## src/include/pia_pkg.sv

```systemverilog
// Constants and types shared by the priority interrupt arbiter
package pia_pkg;
  // ==========================================================
  // Sizes
  localparam int NSRC   = 82;
  localparam int IDX_W  = 7;
  localparam int LVL_W  = 2;
  localparam int NLVL   = 4;
  localparam int VBA_W  = 14;
  localparam int ADDR_W = 21;
  localparam int FVL_W  = 16;
  localparam int FVH_W  = ADDR_W - FVL_W;
  // ==========================================================
  // Source layout
  // Sources whose level cannot be programmed, and their level
  localparam logic [NSRC-1:0]  FIXED_MASK = 82'h3;
  localparam logic [LVL_W-1:0] FIXED_LVL  = 2'h3;
  // Slot of external request A in the source list
  localparam logic [IDX_W-1:0] EXT_A_IDX  = 7'h02;
  // Level that qualifies a match as fast
  localparam logic [LVL_W-1:0] FAST_LVL   = 2'h2;
  // ==========================================================
  // Current level codes
  localparam logic [1:0] LC_NONE = 2'h0;
  localparam logic [1:0] LC_P0   = 2'h1;
  localparam logic [1:0] LC_P1   = 2'h2;
  localparam logic [1:0] LC_P23  = 2'h3;
  // ==========================================================
  // Reset fetch
  localparam logic [ADDR_W-1:0] RESET_ADDR = 21'h000000;
  localparam int CLK_NS   = 8;
  localparam int BOOT_NS  = 16;
  localparam int BOOT_CYC = (BOOT_NS + CLK_NS - 1) / CLK_NS;
  localparam logic [3:0] BOOT_LAST = 4'(BOOT_CYC - 1);
  // ==========================================================
  // Types
  typedef enum logic [1:0] {
    ST_BOOT = 2'h0,
    ST_RUN  = 2'h1
  } pia_state_t;
endpackage

```

## src/logic/pia_encoder.sv

```systemverilog
// Lowest-number-wins encoder for one priority level
`timescale 1ns/10ps
module pia_encoder #(
  parameter int N = 82,
  parameter int W = 7
) (
  input  wire logic [N-1:0] req,
  output logic              valid,
  output logic [W-1:0]      idx
);
  // ==========================================================
  // Scan downward so the lowest active number is kept last
  always_comb begin
    valid = 1'b0;
    idx   = '0;
    for (int i = N - 1; i >= 0; i--) begin
      if (req[i]) begin
        valid = 1'b1;
        idx   = W'(i);
      end
    end
  end
endmodule // pia_encoder

```

## src/logic/pia_arbiter.sv

```systemverilog
// Priority interrupt arbiter: level select, vector build, wake, reset fetch
// Functional notes
// - Eighty-two sources each get one of four levels, programmable except fixed ones.
// - Within one level the lowest active source number wins, source 0 first.
// - A normal vector is the vector base joined with the winning source number.
// - The core sees a pending flag and the address to jump to.
// - All configuration comes in and all status goes out on plain ports.
// - Core mask 00 allows all levels, 01 blocks 0, 10 blocks 0-1, 11 allows only 3.
// - Level code is 00 none, 01 level 0, 10 level 1, 11 level 2 or 3.
// - A new request is raised only at or above the level set by the core mask.
// - Two fast channels are programmed independently of vectored handling.
// - A pending request in wait or stop mode raises a wake to the system unit.
// - After reset the initial fetch address is driven onto the address bus.
// - A level-2 winner matching a fast register takes that channel's address.
// - In low power only sources enabled before entry wake, and request A is level low.
`timescale 1ns/10ps
module pia_arbiter (
  input  wire logic                              SYS_CLK,
  input  wire logic                              ARST_N,
  input  wire logic [pia_pkg::NSRC-1:0]          IRQ_REQ,
  input  wire logic [pia_pkg::NSRC-1:0]          IRQ_ENABLE,
  input  wire logic [2*pia_pkg::NSRC-1:0]        IRQ_PRIO,
  input  wire logic [1:0]                        CORE_MASK,
  input  wire logic [pia_pkg::VBA_W-1:0]         VECTOR_BASE,
  input  wire logic [pia_pkg::IDX_W-1:0]         FAST_MATCH_ZERO,
  input  wire logic [pia_pkg::IDX_W-1:0]         FAST_MATCH_ONE,
  input  wire logic [pia_pkg::FVL_W-1:0]         FAST_VECTOR_LOW0,
  input  wire logic [pia_pkg::FVH_W-1:0]         FAST_VECTOR_HIGH0,
  input  wire logic [pia_pkg::FVL_W-1:0]         FAST_VECTOR_LOW1,
  input  wire logic [pia_pkg::FVH_W-1:0]         FAST_VECTOR_HIGH1,
  input  wire logic                              EXT_REQ_A_N,
  input  wire logic                              EXT_A_EDGE,
  input  wire logic                              LOW_POWER,
  input  wire logic                              IRQ_ACK,
  output logic                                   IRQ_PENDING,
  output logic [pia_pkg::ADDR_W-1:0]             VECTOR_ADDR,
  output logic [1:0]                             CURRENT_LEVEL_CODE,
  output logic [1:0]                             FAST_SELECT,
  output logic                                   WAKE_REQ,
  output logic [pia_pkg::ADDR_W-1:0]             ADDR_BUS,
  output logic                                   ADDR_DRIVE
);
  // ==========================================================
  // Declarations
  logic                       a_s1_r, a_s2_r, a_s3_r;
  logic                       ext_lat_r, ext_lat_nxt, ext_req;
  logic [pia_pkg::NSRC-1:0]   snap_en_r, snap_en_nxt, req_act;
  logic [pia_pkg::NSRC-1:0]   lvl_req [pia_pkg::NLVL];
  logic [pia_pkg::NLVL-1:0]   lvl_valid;
  logic [pia_pkg::IDX_W-1:0]  lvl_idx [pia_pkg::NLVL];
  logic                       sel_valid;
  logic [1:0]                 sel_lvl;
  logic [pia_pkg::IDX_W-1:0]  sel_idx;
  logic [1:0]                 fsel;
  logic [1:0]                 src_lvl;
  logic                       pend_r, pend_nxt, wake_r, wake_nxt, drv_r, drv_nxt;
  logic [1:0]                 lc_r, lc_nxt, fs_r;
  logic [pia_pkg::IDX_W-1:0]  idx_r;
  logic [pia_pkg::ADDR_W-1:0] vec_r, vec_nxt, bus_r, bus_nxt;
  logic [3:0]                 cnt_r, cnt_nxt;
  pia_pkg::pia_state_t        st_r, st_nxt;

  // ==========================================================
  // External request A: pin is asynchronous, two flops before use
  always_ff @(posedge SYS_CLK or negedge ARST_N) begin
    if (!ARST_N) begin
      a_s1_r <= 1'b1;
      a_s2_r <= 1'b1;
      a_s3_r <= 1'b1;
    end else begin
      a_s1_r <= EXT_REQ_A_N;
      a_s2_r <= a_s1_r;
      a_s3_r <= a_s2_r;
    end
  end

  // Edge latch; a fresh falling edge beats a same-cycle acknowledge
  always_comb begin
    ext_lat_nxt = (a_s3_r & ~a_s2_r)
                | (ext_lat_r & ~(IRQ_ACK & pend_r & (idx_r == pia_pkg::EXT_A_IDX)));
    // No clock to see an edge in low power, so the level is used
    ext_req = (EXT_A_EDGE & ~LOW_POWER) ? ext_lat_r : ~a_s2_r;
  end

  // ==========================================================
  // Enable snapshot: frozen while in low power
  always_comb begin
    snap_en_nxt = LOW_POWER ? snap_en_r : IRQ_ENABLE;
    req_act     = IRQ_REQ;
    req_act[pia_pkg::EXT_A_IDX] = ext_req;
    req_act     = req_act & (LOW_POWER ? snap_en_r : IRQ_ENABLE);
  end

  // Sort active requests by level; fixed sources ignore software
  always_comb begin
    for (int l = 0; l < pia_pkg::NLVL; l++) begin
      lvl_req[l] = '0;
    end
    src_lvl = '0;
    for (int i = 0; i < pia_pkg::NSRC; i++) begin
      src_lvl = pia_pkg::FIXED_MASK[i] ? pia_pkg::FIXED_LVL : IRQ_PRIO[2*i +: 2];
      lvl_req[src_lvl][i] = req_act[i];
    end
  end

  // One encoder per level
  for (genvar g = 0; g < pia_pkg::NLVL; g++) begin : g_enc
    pia_encoder #(
      .N (pia_pkg::NSRC),
      .W (pia_pkg::IDX_W)
    ) u_enc (
      .req   (lvl_req[g]),
      .valid (lvl_valid[g]),
      .idx   (lvl_idx[g])
    );
  end

  // ==========================================================
  // Highest unmasked level wins; ascending scan keeps the top one
  always_comb begin
    sel_valid = 1'b0;
    sel_lvl   = '0;
    sel_idx   = '0;
    for (int l = 0; l < pia_pkg::NLVL; l++) begin
      if (lvl_valid[l] && (2'(l) >= CORE_MASK)) begin
        sel_valid = 1'b1;
        sel_lvl   = 2'(l);
        sel_idx   = lvl_idx[l];
      end
    end
  end

  // Vector build: match zero checked before match one
  always_comb begin
    fsel = 2'h0;
    if (sel_lvl == pia_pkg::FAST_LVL) begin
      if (sel_idx == FAST_MATCH_ZERO) begin
        fsel = 2'h1;
      end else if (sel_idx == FAST_MATCH_ONE) begin
        fsel = 2'h2;
      end
    end
    if (fsel[0]) begin
      vec_nxt = {FAST_VECTOR_HIGH0, FAST_VECTOR_LOW0};
    end else if (fsel[1]) begin
      vec_nxt = {FAST_VECTOR_HIGH1, FAST_VECTOR_LOW1};
    end else begin
      vec_nxt = {VECTOR_BASE, sel_idx};
    end
    pend_nxt = sel_valid;
    wake_nxt = LOW_POWER & (|req_act);
    case (sel_lvl)
      2'h0:    lc_nxt = pia_pkg::LC_P0;
      2'h1:    lc_nxt = pia_pkg::LC_P1;
      default: lc_nxt = pia_pkg::LC_P23;
    endcase
    if (!sel_valid) begin
      lc_nxt = pia_pkg::LC_NONE;
    end
  end

  // ==========================================================
  // Reset fetch: hold the initial address for a short window
  always_comb begin
    st_nxt  = st_r;
    cnt_nxt = cnt_r;
    case (st_r)
      pia_pkg::ST_BOOT: begin
        if (cnt_r == pia_pkg::BOOT_LAST) begin
          st_nxt = pia_pkg::ST_RUN;
        end else begin
          cnt_nxt = cnt_r + 4'h1;
        end
      end
      pia_pkg::ST_RUN: begin
        st_nxt = pia_pkg::ST_RUN;
      end
      default: begin
        st_nxt = pia_pkg::ST_BOOT;
      end
    endcase
    drv_nxt = (st_nxt == pia_pkg::ST_BOOT);
    bus_nxt = drv_nxt ? pia_pkg::RESET_ADDR : vec_nxt;
  end

  // All state except the request A synchronizer flops registered here
  always_ff @(posedge SYS_CLK or negedge ARST_N) begin
    if (!ARST_N) begin
      ext_lat_r <= 1'b0;
      snap_en_r <= '0;
      pend_r    <= 1'b0;
      wake_r    <= 1'b0;
      lc_r      <= pia_pkg::LC_NONE;
      fs_r      <= 2'h0;
      idx_r     <= '0;
      vec_r     <= '0;
      st_r      <= pia_pkg::ST_BOOT;
      cnt_r     <= 4'h0;
      drv_r     <= 1'b1;
      bus_r     <= pia_pkg::RESET_ADDR;
    end else begin
      ext_lat_r <= ext_lat_nxt;
      snap_en_r <= snap_en_nxt;
      pend_r    <= pend_nxt;
      wake_r    <= wake_nxt;
      lc_r      <= lc_nxt;
      fs_r      <= fsel;
      idx_r     <= sel_idx;
      vec_r     <= vec_nxt;
      st_r      <= st_nxt;
      cnt_r     <= cnt_nxt;
      drv_r     <= drv_nxt;
      bus_r     <= bus_nxt;
    end
  end

  assign IRQ_PENDING        = pend_r;
  assign VECTOR_ADDR        = vec_r;
  assign CURRENT_LEVEL_CODE = lc_r;
  assign FAST_SELECT        = fs_r;
  assign WAKE_REQ           = wake_r;
  assign ADDR_BUS           = bus_r;
  assign ADDR_DRIVE         = drv_r;

  logic no_lower;
  assign no_lower = ~|(lvl_req[sel_lvl] & ((82'h1 << sel_idx) - 82'h1));
endmodule // pia_arbiter

```

## config.mk

```make
export PLATFORM = sky130hd
export DESIGN_NAME = pia_arbiter
export DESIGN_NICKNAME = d
export VERILOG_FILES = /design/src/include/pia_pkg.sv /design/src/logic/pia_encoder.sv /design/src/logic/pia_arbiter.sv
export SDC_FILE = /design/constraint.sdc
export NUM_CORES = 1
export LEC_CHECK = 0
export BUFFER_PORTS_ARGS = -buffer_cell sky130_fd_sc_hd__buf_2
export CAP_MARGIN = 20
export CORE_AREA = 2 2 176 178
export DETAILED_ROUTE_END_ITERATION = 7
export DIE_AREA = 0 0 178 180
export PLACE_DENSITY_LB_ADDON = 0.2
export SYNTH_ARGS = -nofsm -noshare
export SYNTH_HDL_FRONTEND = slang
export SYNTH_HIERARCHICAL = 1
export SYNTH_SLANG_ARGS = --single-unit
```

## constraint.sdc

```tcl
create_clock -name SYS_CLK -period 6.9 [get_ports SYS_CLK]
set_input_delay 1.38 -clock SYS_CLK [delete_from_list [all_inputs] [get_ports SYS_CLK]]
set_output_delay 1.38 -clock SYS_CLK [all_outputs]
set_load 0.1 [all_outputs]
```

==> impl_metrics.tcl, run 1 <==
set metrics [dict create \
    period_share_pct 95.40 \
    start_util_pct 43.74 \
    hold_class "reg -> reg" \
    grt.total_usage_pct 36.77 \
    pwr-share-comb_pct 39.8 \
    final_layout_size_suffix_gt1_share_pct 27.89 \
    io_buffers 449 \
    critPathCaptureType "flip-flop" \
    viasPerCell 5.981 \
    cts_tree "done" \
    power_density_mw_per_mm2 194.9 \
    rsz0062_at_grt "no" \
    layout_setup_ws_ns 0.3171 \
    critPathKind "in -> reg" \
    clk_path_buf_depth 2 \
    status "finished clean" \
    syn_inst 1771 \
    clock_latency_ns 0.45 \
    io_pins 455 \
    synth_area_sq_mm 0.01320 \
    dieWidth_um 178 \
    clock_skew_ns 0.01764 \
    cts_hold_buffers 0 \
    switchingPower_mw 1.400 \
    tightest_slew_ns 1.133 \
    final_common_cell "buf_2" \
    finalSetupViolations 0 \
    p_int_mw 1.896 \
    overflow 0 \
    grt_pass1_vias 14935 \
    synth_edf_count 0 \
    max_freq_mhz 151.9 \
    path_cells "buf_4, buf_12, mux2_2, and2_1, and3_1, nor4_1, nand2_1, nor3_1, buf_4, and2_1, nand3_1, buf_4, a222oi_1, xnor2_1, o2111a_1, o211a_1, a22oi_1, a21oi_1" \
    mostFrequentLayoutCells "buf_2 (447), nand2_1 (241), nor2_1 (241)" \
    design.core.area_sq_mm 0.03019 \
    crit_required_ns 7.26 \
    drv_slew 0 \
    cts_inserted_buffers 17 \
    clkSinkCount 148 \
    drc 0 \
    power.leakage_nw 7.739 \
    first_pass_iters 6 \
    ir_drop_mv 0.1448 \
    cts_resized 0 \
    place_congestion 1.050 \
    slowest_stage "a222oi_1" \
    slew_headroom_pct 24.31 \
    grt_max_degree 84 \
    seqPwrFrac_pct 30.3 \
    setup_tns_ns 0 \
    ant_nets 0 \
    p_clk_share_pct 30.0 \
    dieArea_sq_mm 0.03204 \
    crit_arrival_ns 6.94 \
    final_nets 2690 \
    worstPathMaxFanout 25 \
    drt-initial-drc-count 1592 \
    nFillCells 2998 \
    ys_seq_area_share_pct 28.09 \
    cpMostUsedCell "buf_4" \
    root_buffer "clkbuf_16" \
    placementRows 64 \
    finalHoldViolCount 0 \
    antenna_found_initial 5 \
    h-tree-depth 4 \
    dp_hpwl_um 51870 \
    clkTransAtPathRegs_ns 0.08 \
    synthArstFlopShare_pct 100.0 \
    avgSynthCellArea_sq_um 7.456 \
    area_growth_pct 28.11 \
    max_cap_violations 0 \
    swShare_pct 42.46 \
    cp_slowest_stage_delay_ns 0.88 \
    yosysWarnings 6 \
    wl_per_cell_um 22.74 \
    min_period_ns 6.583 \
    grt_pass1_wl_um 87690 \
    fp.dieH_um 180 \
    start_kind "input port" \
    synthFlopType "dfrtp_1" \
    synth-seq-cells 148 \
    cts_post_setup_buffers_inserted 0 \
    post-place-ws_ns 0.02567 \
    vias 16119 \
    hold_ws_ns 0.3670 \
    synth_cell_types 67 \
    routed_wl_um 61280 \
]
==> power by group through the flow <==
stage / clock network [mW] / registers, mW / logic, mW
after floorplan: 0 / 1.20 / 0.597
after global placement: 0 / 1.01 / 1.26
after detailed placement: 0 / 1.01 / 1.28
after CTS: 0.998 / 0.998 / 1.29
after global routing: 1.03 / 1.01 / 1.39
final: 0.988 / 0.998 / 1.31
==> critical path: cells and delay by family <==
family / cells / cell delay, ns
XOR/XNOR: 1 / 0.23
multiplexers: 1 / 0.37
AND/OR/NAND/NOR: 7 / 2.02
buffers and inverters: 4 / 0.88
AO/OA/AOI/OAI: 5 / 2.02
==> metrics by stage <==
step                      total power, mW  cell area, sq um  std cells  util [%]
final                               3.296             16920       2695     56.03
after global routing                3.428             16910       2694     56.02
after detailed placement            2.293             16310       2659     54.02
after CTS                           3.282             16910       2691     56.00
after global placement              2.274             16310       2659     54.02
after floorplan                     1.793             13280       1792         -
==> final cells by class <==
type	instances	area, sq um	area share [%]
Sequential cell	148	3709	21.92
Clock inverter	15	172.7	1.021
Tap cell	396	495.5	2.929
Clock buffer	17	425.4	2.515
Antenna cell	4	10.01	0.05918
Multi-Input combinational cell	1541	9175	54.24
Inverter	81	304.0	1.797
Timing Repair Buffer	493	2624	15.51
==> layer usage <==
metal / GRT usage (%) / vias to the layer above / routed length, um
met1: 47.30 / 7553 / 24950
li1: - / 7582 / -
met3: 6.239 / 128 / 5361
met4: 14.52 / 2 / 2383
met2: 61.07 / 854 / 28570
met5: 0 / - / 13
==> sequential cells by signal (all words and copies together), names as in the netlist, 2 cells and up <==
name	flops
st_r	2
snap_en_r	82
CURRENT_LEVEL_CODE	2
idx_r	7
cnt_r	4
ADDR_BUS	21
VECTOR_ADDR	21
FAST_SELECT	2
==> path summary, 6_finish.rpt <==
check,slack (ns),end,cells past startpoint,start
hold reg to reg,0.37,a_s2_r,0,a_s1_r
max in group asynchronous,4.47,snap_en_r[10],2,ARST_N
min in group asynchronous,1.00,snap_en_r[57],1,ARST_N
hold / removal,0.37,a_s2_r,0,a_s1_r
setup reg to reg,1.45,ADDR_BUS[19],16,snap_en_r[46]
setup / recovery,0.32,ADDR_BUS[19],18,LOW_POWER
==> synth_stat cells (all sizes together), types with 10 or more instances <==
cell type / instances / area share, %
a2111oi: 12 / 0.99
a211oi: 23 / 1.5
a21oi: 104 / 4.1
a22oi: 24 / 1.4
and2: 59 / 2.8
and3: 60 / 2.8
and4: 34 / 2.3
clkbuf: 17 / 0.48
dfrtp: 144 / 27
inv: 81 / 2.3
mux2: 82 / 7.0
nand2: 241 / 6.9
nand2b: 24 / 1.1
nand3: 47 / 1.8
nand4: 28 / 1.3
nor2: 241 / 6.9
nor2b: 19 / 0.96
nor3: 124 / 4.7
nor3b: 82 / 4.7
nor4: 84 / 4.4
o211ai: 25 / 1.4
o21a: 10 / 0.57
o21ai: 38 / 1.4
o21bai: 12 / 0.68
o31ai: 25 / 1.4
or3: 16 / 0.91
or4: 18 / 1.0
==> cell families (layout without fill, tap and decap cells) <==
kind of cell	after synthesis	count (layout)	share of synthesized area, %
adders and majority gates	2	2	0.1895
muxes	88	88	7.448
buffers and inverters	103	606	3.080
and+or+nand+nor	1091	1091	43.43
xor gates and xnor gates	15	15	0.9950
other	1	26	0.02840
DFF	148	148	28.09
AOI/OAI and AO/OA	323	323	16.74
Power figures use the tool's default switching activity.
==> inputs of run 2 (changes only) <==
- ABC_AREA: not set -> 1
- CORE_AREA: 2 2 176 178 -> 2 2 177 179
- DIE_AREA: 0 0 178 180 -> 0 0 179 181
- MAX_ROUTING_LAYER: not set -> met4
==> run 2 against run 1 <==
The run now ends with setup timing left; utilization increased by 10 points; first-iteration DRC count rose by 6.2%; synthesized cell count up 46%; wire length is 0.40% higher; sequential power is essentially flat; clock power down 2.6%; sequential cell count unchanged; largest cell class unchanged.
==> impl_metrics.tcl, run 2 <==
set metrics [dict create \
    place_congestion 1.015 \
    h-tree-depth 4 \
    synth_top_family_by_area "simple AND/OR/NAND/NOR gates" \
    drt-initial-drc-count 1690 \
    vias 18594 \
    grt_pass1_wl_um 93590 \
    viasPerCell 5.011 \
    finalHoldViolCount 0 \
    final_common_cell "nand2_1" \
    synth_area_sq_mm 0.01440 \
    synthFlopType "dfrtp_1" \
    drv_slew 0 \
    avgSynthCellArea_sq_um 5.578 \
    placementRows 64 \
    hold_class "reg -> reg" \
    tightest_slew_ns 0.9425 \
    r2r-start "snap_en_r[80]" \
    hold_ws_ns 0.3651 \
    slowest_stage "or2_4" \
    cp_slowest_stage_delay_ns 0.28 \
    yosys.area.top_type "dfrtp_1" \
    hold_depth 0 \
    io_buffers 449 \
    synth_cell_types 42 \
    ir_drop_mv 0.1881 \
    final_nets 3699 \
    cpMostUsedCell "nand2_1" \
    start_kind "input port" \
    max_freq_mhz 130.9 \
    startpoint "LOW_POWER" \
    final_util_pct 66.15 \
    rr_worst_depth 99 \
    rsz0062_at_grt "yes" \
    critPathCaptureType "flip-flop" \
    crit_arrival_ns 7.94 \
    whs_endpoint "a_s2_r" \
    setup_tns_ns -28.94 \
    synth_compound_area_share_pct 5.353 \
    crit_required_ns 7.20 \
    clk_path_buf_depth 2 \
    nFillCells 2904 \
    overflow 0 \
    cts_tree "done" \
    synthMuxAreaShare_pct 0.06952 \
    clkTransAtPathRegs_ns 0.07 \
    mostFrequentLayoutCells "nand2_1 (851), inv_1 (532), buf_2 (447)" \
    io_pins 455 \
    finalSetupViolations 44 \
    power.leakage_nw 11.74 \
    synth_edf_count 0 \
    critPathKind "in -> reg" \
    top_register "snap_en_r" \
    r2r_end "ADDR_BUS[2]" \
    ant_nets 0 \
    status "complete, but fails checks" \
    ys_seq_area_share_pct 25.76 \
    clkSinkCount 148 \
    r2r_slack_ns 0.01 \
    hp-start "a_s1_r" \
    dieWidth_um 179 \
    start_util_pct 47.44 \
    grt.total_usage_pct 38.86 \
    first_pass_iters 6 \
    synth_top_area_share_pct 25.03 \
    grt_max_degree 77 \
    power_density_mw_per_mm2 169.6 \
    design.core.area_sq_mm 0.03035 \
    area_growth_pct 39.44 \
    synth-simple-area-share_pct 49.09 \
    dp_hpwl_um 51160 \
    synth_fa_ha_area_share_pct 0.1738 \
    min_period_ns 7.637 \
    wl_per_cell_um 16.58 \
    largest_register_ffs 82 \
    slew_headroom_pct 37.17 \
    netlist_top_cells_count "nand2_1 (875), inv_1 (543), nor3_1 (336), nor2_1 (221), dfrtp_1 (144)" \
    cp_num_buf_inv 6 \
    drc 0 \
    max_cap_violations 0 \
    synth-seq-cells 148 \
    violations "setup timing" \
    clock_latency_ns 0.45 \
    grt_pass1_vias 17988 \
    syn_inst 2581 \
    crit_family "simple AND/OR/NAND/NOR gates" \
    synth_most_common_cell "nand2_1" \
    fp.dieH_um 181 \
    period_share_pct 110.7 \
    worstPathMaxFanout 6 \
    clock_skew_ns 0.01120 \
    layout_setup_ws_ns -0.7365 \
    dieArea_sq_mm 0.03240 \
    antenna_found_initial 11 \
    final_layout_size_suffix_gt1_share_pct 28.00 \
    cts_inserted_buffers 17 \
    yosysWarnings 6 \
    root_buffer "clkbuf_16" \
    routed_wl_um 61530 \
    synthArstFlopShare_pct 100.0 \
    synth_xor_area_share_pct 0.1825 \
    synth_area_leaders "dfrtp_1 (25%), nand2_1 (23%), inv_1 (14%)" \
]
-- run 2: power by group --
group | switching [mW] | internal (mW)
combinational | 0.966 | 0.479
clock | 0.443 | 0.520
sequential | 0.0378 | 0.959
total | 1.45 | 1.96
-- run 2: how the worst max path moves through the flow --
stage	endpoint	cells after the start
final	ADDR_BUS[2]	101
after global placement	ADDR_BUS[10]	98
after floorplan	ADDR_BUS[0]	100
after CTS	ADDR_BUS[0]	97
after detailed placement	ADDR_BUS[17]	96
after global routing	ADDR_BUS[5]	101
-- run 2: final cells by class --
class	instances	area [sq um]	area share (%)
diodes	11	27.53	0.1371
clock buffers	19	442.9	2.206
clock inverters	13	145.1	0.7230
inverters	621	2636	13.13
multi-input cells	1800	8327	41.48
flip-flops and latches	148	3709	18.47
well taps	396	495.5	2.468
repair buffers	702	4284	21.34
repair inverters	1	8.758	0.04363
-- run 2: routing by layer --
metal | GRT usage, % | wire [um] | vias up
met4 | 19.67 | 3427 | 0
met2 | 62.35 | 28200 | 837
li1 | - | - | 9299
met3 | 6.860 | 5204 | 157
met5 | - | 0 | -
met1 | 46.52 | 24700 | 8301
-- run 2: cells by family (layout without fill, tap and decap cells) --
logic type / count (synthesis) / count (layout)
and+or+nand+nor: 1650 / 1652
DFF: 148 / 148
other: 1 / 30
adders and majority gates: 2 / 2
buffers and inverters: 653 / 1356
AOI/OAI and AO/OA: 123 / 123
xor gates and xnor gates: 3 / 3
muxes: 1 / 1
-- run 2: repair_timing --
action | 4_1_cts | 5_1_grt
hold buffers | 0 | 0
cloned | 4 | 1
pin swaps | 8 | 14
setup endpoints to repair | 45 | 45
buffers inserted | 27 | 6
resized for setup | 62 | 42
-- run 2: per-stage QoR --
stage | setup WS [ns] | total power, mW | area, sq um | cells
4_1_cts | -0.4532 | 3.375 | 19800 | 3693
5_1_grt | -1.463 | 3.610 | 20080 | 3711
3_5_place_dp | -1.370 | 2.388 | 18730 | 3630
6_report | -0.7365 | 3.404 | 20080 | 3711
2_1_floorplan | -0.03050 | 1.870 | 14540 | 2599
3_3_place_gp | -1.204 | 2.367 | 18730 | 3630
-- run 2: worst reg2reg max path: cells and delay by family, from the launching register on --
kind / cells / cell delay, ns
AOI/OAI and AO/OA: 2 / 0.23
buffers and inverters: 4 / 0.35
and+or+nand+nor: 93 / 5.77
DFF: 1 / 0.38
